==> config.mk <==
export PLATFORM = sky130hd
export DESIGN_NAME = fpk_gate
export DESIGN_NICKNAME = d
export VERILOG_FILES = /design/src/fpk_pkg.sv /design/src/fpk_range.sv /design/src/fpk_gate.sv
export SDC_FILE = /design/constraint.sdc
export NUM_CORES = 1
export LEC_CHECK = 0
export BUFFER_PORTS_ARGS = -buffer_cell sky130_fd_sc_hd__buf_2
export CELL_PAD_IN_SITES_DETAIL_PLACEMENT = 1
export CELL_PAD_IN_SITES_GLOBAL_PLACEMENT = 2
export CORE_UTILIZATION = 32
export CTS_BUF_LIST = sky130_fd_sc_hd__clkbuf_2
export CTS_CLUSTER_DIAMETER = 120
export DETAILED_ROUTE_END_ITERATION = 7
export MAX_ROUTING_LAYER = met4
export PLACE_DENSITY_LB_ADDON = 0.1
export SLEW_MARGIN = 40
export SYNTH_ARGS = -nofsm -noshare
export SYNTH_HDL_FRONTEND = slang
export SYNTH_HIERARCHICAL = 1
export SYNTH_SLANG_ARGS = --single-unit
==> constraint.sdc <==
create_clock -name pclk -period 4.1 [get_ports pclk]
set_input_delay 0 -clock pclk [delete_from_list [all_inputs] [get_ports pclk]]
set_output_delay 0 -clock pclk [all_outputs]
set_load 0.1 [all_outputs]
==> src/fpk_pkg.sv <==
// Function
// [RULE1] config register: only key-access bit 5 lives
// [RULE2] key-access bit writable only when key enabled
// [RULE3] key-access 0: array write starts command sequence
// [RULE4] key-access 1: array writes are backdoor keys
// [RULE5] array reads always served
// [RULE6] protection write accepted only if size grows
// [RULE7] protection loaded from nonvolatile byte at reset
// [RULE8] program/erase in protected range flags violation
// [RULE9] mass erase refused while anything protected
// [RULE10] open bit 0 protects whole array
// [RULE11] open bit 1: size code selects range
// [RULE12] codes 0x00-0x3E: array 0 plus array 1 top
// [RULE13] codes 0x3F-0x7F: array 0 top only
// [RULE14] compare sizes of stored and written values
// [RULE15] range check on array-relative offset
// [RULE16] key enable field enabled only for pattern 10
// [RULE17] violation cleared by writing 1; blocks commands
package fpk_pkg;

  // ---------------------------------------------------------------
  // register map (byte addresses, one word each)
  // ---------------------------------------------------------------
  localparam logic [11:0] FPK_OFF_CONFIG = 12'h000; // flash_config
  localparam logic [11:0] FPK_OFF_PROT = 12'h004; // flash_protection
  localparam logic [11:0] FPK_OFF_STATUS = 12'h008; // flash_status subset
  localparam logic [11:0] FPK_OFF_OPTIONS = 12'h00C; // flash_options subset

  // ---------------------------------------------------------------
  // field positions
  // ---------------------------------------------------------------
  localparam int FPK_KEY_ACCESS_ENABLE_BIT = 5; // key_access_enable
  localparam int FPK_VIOL_BIT = 5; // protection_violation_flag
  localparam int FPK_OPEN_BIT = 0; // protect_open
  localparam int FPK_SIZE_LSB = 1; // protect_size_code low bit
  localparam int FPK_BACKDOOR_KEY_ENABLE_FIELD_LSB = 6; // backdoor_key_enable_field

  // ---------------------------------------------------------------
  // values
  // ---------------------------------------------------------------
  localparam logic [1:0] FPK_BACKDOOR_KEY_ENABLE_FIELD_ON = 2'h2; // only enabled pattern
  localparam logic [6:0] FPK_CODE_A1_LAST = 7'h3E; // last code touching array 1
  localparam logic [6:0] FPK_CODE_A0_BASE = 7'h3F; // first code array 0 only
  localparam logic [6:0] FPK_CODE_NONE = 7'h7F; // nothing protected
  localparam logic [7:0] FPK_SIZE_FULL = 8'h80; // 128 KB, open bit clear
  localparam logic [7:0] FPK_SIZE_TOP = 8'h7F; // size = this minus code
  localparam int FPK_ADDR_W = 17; // two 64 KB arrays

  // reset values; protection starts full until the byte is loaded
  localparam logic [7:0] FPK_CONFIG_RST = 8'h00;
  localparam logic [7:0] FPK_PROT_RST = 8'h00;
  localparam logic [1:0] FPK_BACKDOOR_KEY_ENABLE_FIELD_RST = 2'h0;

  // command kinds presented by the command sequencer
  localparam logic [1:0] FPK_CMD_PROGRAM = 2'h0;
  localparam logic [1:0] FPK_CMD_SECTOR = 2'h1;
  localparam logic [1:0] FPK_CMD_MASS = 2'h2;
  localparam logic [1:0] FPK_CMD_VERIFY = 2'h3;

  // boot sequence after reset release
  typedef enum logic [1:0] {
    BOOT_SYNC1,
    BOOT_SYNC2,
    BOOT_LOAD,
    BOOT_RUN
  } fpk_boot_t;

endpackage

==> src/fpk_range.sv <==
`timescale 1ns/1ns
// -----------------------------------------------------------------
// protected range decoder for one protection byte
// -----------------------------------------------------------------
module fpk_range import fpk_pkg::*; #(
  parameter int ADDR_W = FPK_ADDR_W
) (
  input wire logic [7:0] prot_value,
  input wire logic [ADDR_W-1:0] addr,
  output logic addr_protected,
  output logic any_protected,
  output logic [7:0] size_kb
);

  // the decode leans on bit 16 as array select
  if (ADDR_W != FPK_ADDR_W) begin : g_bad_width
    $error("fpk_range: ADDR_W must be 17");
  end

  logic open_bit; // protect_open
  logic [6:0] code; // protect_size_code
  logic [6:0] kb_idx; // 1 KB sector index inside one array
  logic in_a1; // address falls in array 1

  assign open_bit = prot_value[FPK_OPEN_BIT];
  assign code = prot_value[7:FPK_SIZE_LSB];
  assign kb_idx = {1'b0, addr[15:10]}; // [RULE15]
  assign in_a1 = addr[16]; // [RULE15]

  // ---------------------------------------------------------------
  // size and hit decode
  // ---------------------------------------------------------------
  always_comb begin
    // both halves of the table reduce to 127 minus the code
    size_kb = open_bit ? (FPK_SIZE_TOP - {1'b0, code}) : FPK_SIZE_FULL; // [RULE14]
    any_protected = !open_bit || (code != FPK_CODE_NONE);
    if (!open_bit) begin
      addr_protected = 1'b1; // [RULE10]
    end else if (code <= FPK_CODE_A1_LAST) begin
      // all of array 0, array 1 from (code+1) KB up
      addr_protected = !in_a1 || (kb_idx > code); // [RULE11] [RULE12]
    end else begin
      // array 1 open, array 0 from (code-0x3F) KB up
      addr_protected = !in_a1 && (kb_idx >= (code - FPK_CODE_A0_BASE)); // [RULE13]
    end
  end

endmodule

==> src/fpk_gate.sv <==
`timescale 1ns/1ns
// -----------------------------------------------------------------
// flash protection and backdoor key gate, APB slave
// -----------------------------------------------------------------
module fpk_gate import fpk_pkg::*; #(
  parameter int ADDR_W = FPK_ADDR_W
) (
  input wire logic pclk,
  input wire logic presetn,
  input wire logic psel,
  input wire logic penable,
  input wire logic pwrite,
  input wire logic [11:0] paddr,
  input wire logic [31:0] pwdata,
  output logic [31:0] prdata,
  output logic pready,
  output logic pslverr,
  input wire logic [7:0] nv_protection_byte,
  input wire logic [7:0] nv_options_byte,
  input wire logic cpu_wr,
  input wire logic cpu_rd,
  input wire logic [ADDR_W-1:0] cpu_addr,
  input wire logic [7:0] cpu_wdata,
  output logic cmd_seq_start,
  output logic key_wr,
  output logic [ADDR_W-1:0] key_addr,
  output logic [7:0] key_data,
  output logic rd_ack,
  input wire logic cmd_req,
  input wire logic [1:0] cmd_kind,
  input wire logic [ADDR_W-1:0] cmd_addr,
  output logic cmd_go,
  output logic cmd_refused,
  output logic prot_violation
);

  if (ADDR_W != FPK_ADDR_W) begin : g_bad_width
    $error("fpk_gate: ADDR_W must be 17");
  end

  // ---------------------------------------------------------------
  // state
  // ---------------------------------------------------------------
  fpk_boot_t boot, next_boot; // load sequence after reset
  logic [7:0] nvp_s1, nvp_s2, next_nvp_s1, next_nvp_s2; // nv byte sync
  logic [1:0] key_s1, key_s2, next_key_s1, next_key_s2; // key field sync
  logic key_access_enable, next_key_access_enable;
  logic [7:0] flash_protection, next_flash_protection;
  logic [1:0] backdoor_key_enable_field, next_backdoor_key_enable_field;
  logic next_prot_violation;
  logic [31:0] next_prdata;
  logic next_pready, next_pslverr;
  logic next_cmd_seq_start, next_key_wr, next_rd_ack;
  logic [ADDR_W-1:0] next_key_addr;
  logic [7:0] next_key_data;
  logic next_cmd_go, next_cmd_refused;

  // ---------------------------------------------------------------
  // decode helpers
  // ---------------------------------------------------------------
  logic running; // boot load finished
  logic key_enabled; // field decodes to enabled
  logic hit; // mapped register address
  logic wr_fire; // edge at which a write lands
  logic cur_hit, cur_any; // command target vs stored range
  logic [7:0] cur_size, new_size; // stored and written sizes
  logic alters; // command is a program or sector erase

  assign running = (boot == BOOT_RUN);
  assign key_enabled = (backdoor_key_enable_field == FPK_BACKDOOR_KEY_ENABLE_FIELD_ON); // [RULE16]
  assign hit = (paddr == FPK_OFF_CONFIG) || (paddr == FPK_OFF_PROT)
    || (paddr == FPK_OFF_STATUS) || (paddr == FPK_OFF_OPTIONS);
  assign wr_fire = psel && penable && pready && pwrite;
  assign alters = (cmd_kind == FPK_CMD_PROGRAM) || (cmd_kind == FPK_CMD_SECTOR);

  // stored value against the command address
  fpk_range #(.ADDR_W(ADDR_W)) u_cur (
    .prot_value(flash_protection),
    .addr(cmd_addr),
    .addr_protected(cur_hit),
    .any_protected(cur_any),
    .size_kb(cur_size)
  );

  // written value, only its size matters
  fpk_range #(.ADDR_W(ADDR_W)) u_new (
    .prot_value(pwdata[7:0]),
    .addr(cmd_addr),
    .addr_protected(),
    .any_protected(),
    .size_kb(new_size)
  );

  // ---------------------------------------------------------------
  // next-state logic
  // ---------------------------------------------------------------
  always_comb begin
    // defaults: hold state, pulses low
    next_boot = boot;
    next_nvp_s1 = nv_protection_byte;
    next_nvp_s2 = nvp_s1;
    next_key_s1 = nv_options_byte[7:FPK_BACKDOOR_KEY_ENABLE_FIELD_LSB];
    next_key_s2 = key_s1;
    next_key_access_enable = key_access_enable;
    next_flash_protection = flash_protection;
    next_backdoor_key_enable_field = backdoor_key_enable_field;
    next_prot_violation = prot_violation;
    next_prdata = prdata;
    next_pready = 1'b0;
    next_pslverr = 1'b0;
    next_cmd_seq_start = 1'b0;
    next_key_wr = 1'b0;
    next_key_addr = key_addr;
    next_key_data = key_data;
    next_rd_ack = 1'b0;
    next_cmd_go = 1'b0;
    next_cmd_refused = 1'b0;

    // boot: wait for both sync stages, then latch nv bytes
    case (boot)
      BOOT_SYNC1: begin
        next_boot = BOOT_SYNC2;
      end
      BOOT_SYNC2: begin
        next_boot = BOOT_LOAD;
      end
      BOOT_LOAD: begin
        next_flash_protection = nvp_s2; // [RULE7]
        next_backdoor_key_enable_field = key_s2; // [RULE16]
        next_boot = BOOT_RUN;
      end
      BOOT_RUN: begin
        next_boot = BOOT_RUN;
      end
      default: begin
        next_boot = BOOT_SYNC1;
      end
    endcase

    // apb: one wait state, held off until boot load is done
    if (psel && penable && !pready && running) begin
      next_pready = 1'b1;
      next_pslverr = !hit;
      case (paddr)
        FPK_OFF_CONFIG: begin
          next_prdata = 32'h0000_0000;
          next_prdata[FPK_KEY_ACCESS_ENABLE_BIT] = key_access_enable; // [RULE1]
        end
        FPK_OFF_PROT: begin
          next_prdata = {24'h00_0000, flash_protection};
        end
        FPK_OFF_STATUS: begin
          next_prdata = 32'h0000_0000;
          next_prdata[FPK_VIOL_BIT] = prot_violation;
        end
        FPK_OFF_OPTIONS: begin
          next_prdata = 32'h0000_0000;
          next_prdata[FPK_BACKDOOR_KEY_ENABLE_FIELD_LSB+1:FPK_BACKDOOR_KEY_ENABLE_FIELD_LSB] = backdoor_key_enable_field;
        end
        default: begin
          next_prdata = 32'h0000_0000;
        end
      endcase
    end

    // register writes land on the completing edge
    if (wr_fire) begin
      case (paddr)
        FPK_OFF_CONFIG: begin
          // other bits have no storage at all
          if (key_enabled) begin
            next_key_access_enable = pwdata[FPK_KEY_ACCESS_ENABLE_BIT]; // [RULE1] [RULE2]
          end
        end
        FPK_OFF_PROT: begin
          // shrinking or equal writes are dropped whole
          if (new_size > cur_size) begin
            next_flash_protection = pwdata[7:0]; // [RULE6] [RULE14]
          end
        end
        FPK_OFF_STATUS: begin
          if (pwdata[FPK_VIOL_BIT]) begin
            next_prot_violation = 1'b0; // [RULE17]
          end
        end
        default: begin
          next_prot_violation = next_prot_violation;
        end
      endcase
    end

    // cpu writes into the array change meaning with key access
    if (running && cpu_wr) begin
      if (key_access_enable) begin
        next_key_wr = 1'b1; // [RULE4]
        next_key_addr = cpu_addr;
        next_key_data = cpu_wdata;
      end else if (!prot_violation) begin
        next_cmd_seq_start = 1'b1; // [RULE3] [RULE17]
      end
    end

    // reads pass untouched in either mode
    if (running && cpu_rd) begin
      next_rd_ack = 1'b1; // [RULE5]
    end

    // command screening; a new violation beats a same-cycle clear
    if (running && cmd_req) begin
      if (prot_violation) begin
        next_cmd_refused = 1'b1; // [RULE17]
        next_prot_violation = 1'b1;
      end else if (cmd_kind == FPK_CMD_MASS && cur_any) begin
        next_cmd_refused = 1'b1; // [RULE9]
        next_prot_violation = 1'b1;
      end else if (alters && cur_hit) begin
        next_cmd_refused = 1'b1; // [RULE8] [RULE15]
        next_prot_violation = 1'b1;
      end else begin
        next_cmd_go = 1'b1;
      end
    end
  end

  // ---------------------------------------------------------------
  // registers; async reset loads constants only
  // ---------------------------------------------------------------
  always_ff @(posedge pclk or negedge presetn) begin
    if (!presetn) begin
      boot <= BOOT_SYNC1;
      nvp_s1 <= FPK_PROT_RST;
      nvp_s2 <= FPK_PROT_RST;
      key_s1 <= FPK_BACKDOOR_KEY_ENABLE_FIELD_RST;
      key_s2 <= FPK_BACKDOOR_KEY_ENABLE_FIELD_RST;
      key_access_enable <= FPK_CONFIG_RST[FPK_KEY_ACCESS_ENABLE_BIT];
      flash_protection <= FPK_PROT_RST;
      backdoor_key_enable_field <= FPK_BACKDOOR_KEY_ENABLE_FIELD_RST;
      prot_violation <= 1'b0;
      prdata <= 32'h0000_0000;
      pready <= 1'b0;
      pslverr <= 1'b0;
      cmd_seq_start <= 1'b0;
      key_wr <= 1'b0;
      key_addr <= '0;
      key_data <= 8'h00;
      rd_ack <= 1'b0;
      cmd_go <= 1'b0;
      cmd_refused <= 1'b0;
    end else begin
      boot <= next_boot;
      nvp_s1 <= next_nvp_s1;
      nvp_s2 <= next_nvp_s2;
      key_s1 <= next_key_s1;
      key_s2 <= next_key_s2;
      key_access_enable <= next_key_access_enable;
      flash_protection <= next_flash_protection;
      backdoor_key_enable_field <= next_backdoor_key_enable_field;
      prot_violation <= next_prot_violation;
      prdata <= next_prdata;
      pready <= next_pready;
      pslverr <= next_pslverr;
      cmd_seq_start <= next_cmd_seq_start;
      key_wr <= next_key_wr;
      key_addr <= next_key_addr;
      key_data <= next_key_data;
      rd_ack <= next_rd_ack;
      cmd_go <= next_cmd_go;
      cmd_refused <= next_cmd_refused;
    end
  end
endmodule

==> impl_metrics.yaml <==
placement:
  io_buffers: 112
  dpl_worst_slack_ns: 1.291
  gp_congestion: 0.7261
  place_hpwl_um: 5863
timing:
  rsz0062_at_grt: "false"
  fmax_mhz: 277.3
  setup_viol: 0
  fin_crit_ns: 3.607
  fin_tns_setup_ns: 0
  finalCritPeriodShare: 0.8797
  whs_ns: 0.02337
  maxSlewHeadroom: 0.5541
  hold_violations: 0
  max_slew.worst_pin.slew_ns: 0.6689
  drv_slew: 0
  finalClockSkew_ns: 0.03295
  fin_ws_ns: 0.4932
critical_path:
  start_kind: "register"
  r2r_start: "flash_protection[1]$_DFF_PN0_"
  crit_start: "flash_protection[1]$_DFF_PN0_"
  worstSetupEndpointType: "register"
  worst_ep_required_time_ns: 4.57
  cp.arrival_ns: 4.08
  path_class: "register to register"
  crit_fanout: 7
pwr:
  vdd_ir_drop_max_v: 0.0001601
  finalPower_uw: 1660
  powerDensity_nw_per_um2: 334.2
  power_leakage_uw: 0.002611
grt:
  met3_usage: 0.04177
  use_met1: 0.1933
  grt_pass1_wl_um: 14030
  antenna_found_initial: 0
  use_met2: 0.2737
  grt_overflow_total: 0
  grt_usage: 0.1618
  grt_pass1_vias: 2937
  grt_max_degree: 75
  grt_busiest_layer: "met2"
clock_tree:
  cts_setup_buffers: 0
  clock_latency_ns: 0.51
  cts_resized: 0
  hold_buffers: 58
  clockRootBuffer: "clkbuf_2"
  cts.sinks: 74
  clk_pin_slew_worst_paths_ns: 0.24
  cts_inserted_buffers: 9
  clockBufferDepth: 2
  cts_tree: "done"
  htree_levels: 3
finish:
  nNetsFinal: 603
  multi_input_area_um2: 1514
  drive_gt1_frac: 0.3853
  syn_to_final_growth_pct: 39.77
  diodes: 0
  n_fill_cell: 1244
  seqCellArea_um2: 1852
logic_synthesis:
  yosysWarnings: 6
  postSynthAreaPerCell_um2: 12.09
  syn_area_um2: 3555
  syn_inst: 294
outcome:
  status: "finished clean"
die:
  start_util: 0.3279
  core_um2: 10840
  fp.dieArea_um2: 11530
  die_h_um: 107.4
  die_w_um: 107.4
  pin_count: 177
  placementRows: 38
detailed_routing:
  drc: 0
  wl_per_cell_um: 13.77
  drtIter0Drc: 77
  firstDrtPassIters: 4
  ant_nets: 0
  via_per_inst: 4.481
  num_vias: 2756
  drt-total-wl_um: 8468
hold_path:
  min_path_type: "input port to async pin"
job:
  drv_cap: 0
[through the flow]
stage               utilization  instance area (um2)  instances
global placement         0.3863                 4188        541
global route             0.4583                 4969        615
CTS                      0.4583                 4969        615
floorplan                     -                 3641        317
detailed placement       0.3869                 4194        541
finish                   0.4583                 4969        615
[state kept, by name, indices dropped and copies added, names as in the netlist]
name,count
nvp_s2,8
key_s1,2
backdoor_key_enable_field,2
next_nvp_s2,8
pslverr,1
cmd_go,1
cmd_seq_start,1
boot,2
pready,1
prot_violation,1
key_addr,17
key_wr,1
key_s2,2
flash_protection,8
rd_ack,1
key_data,8
key_access_enable,1
cmd_refused,1
prdata,8
[area by class of cell]
class                           instances  share of cell area
Sequential cell                        74              0.3727
Clock buffer                            9            0.009066
Multi-Input combinational cell        193              0.3047
Clock inverter                          7             0.02997
Tap cell                              140             0.03526
Inverter                               21             0.01587
Timing Repair Buffer                  171              0.2324
[routing by layer]
metal  routed length [um]  up-vias
met5                    0        -
met1                 3696     1336
met2                 4253       98
met3                  466        5
li1                     -     1317
met4                   52        0
[power by group]
| part | switching (uW) | internal, uW | total (uW) |
|---|---|---|---|
| clock network | 278 | 332 | 609 |
| logic | 190 | 99.6 | 290 |
| registers | 13.0 | 748 | 761 |
| total | 481 | 1180 | 1660 |
[worst max-delay path, cell delays in order (launching register included)]
cell and delay (ns):
dfrtp_1 0.53, ha_1 0.30, xnor2_1 0.14, ha_1 0.30, nand2_1 0.05, o21ai_0 0.17, nand4_1 0.13, a211o_1 0.30
a32oi_1 0.15, nor2_1 0.06, a21oi_1 0.12, dlygate4sd3_1 0.58, nor2_1 0.07, nor2_1 0.12, dlygate4sd3_1 0.56
[cells in the final DEF, fill, tap and decap left out, types with 3 or more instances in the layout]
master and n:
buf_2 111, dfrtp_1 74, dlygate4sd3_1 58, mux2_2 41, nor2_1 25, conb_1 24, ha_1 21, inv_1 18
nand2_1 12, clkbuf_2 9, a21oi_1 7, o21ai_0 6, nand3_1 5, a22o_1 5, xnor2_1 5, nand4_1 4
bufinv_16 4, mux2_4 3, mux2i_1 3, o31ai_1 3, a21o_1 3
[path summary, 6_finish.rpt]
path	cells past startpoint	endpoint	slack, ns
max in group asynchronous	2	key_s1[1]$_DFF_PN0_	3.59
min reg2reg	0	nvp_s2[5]$_DFF_PN0_	0.36
min in group pclk	3	pslverr$_DFF_PN0_	0.08
min	2	cmd_refused$_DFF_PN0_	0.02
max	14	cmd_refused$_DFF_PN0_	0.49
max reg2reg	14	cmd_refused$_DFF_PN0_	0.49
Power figures use the tool's default switching activity.
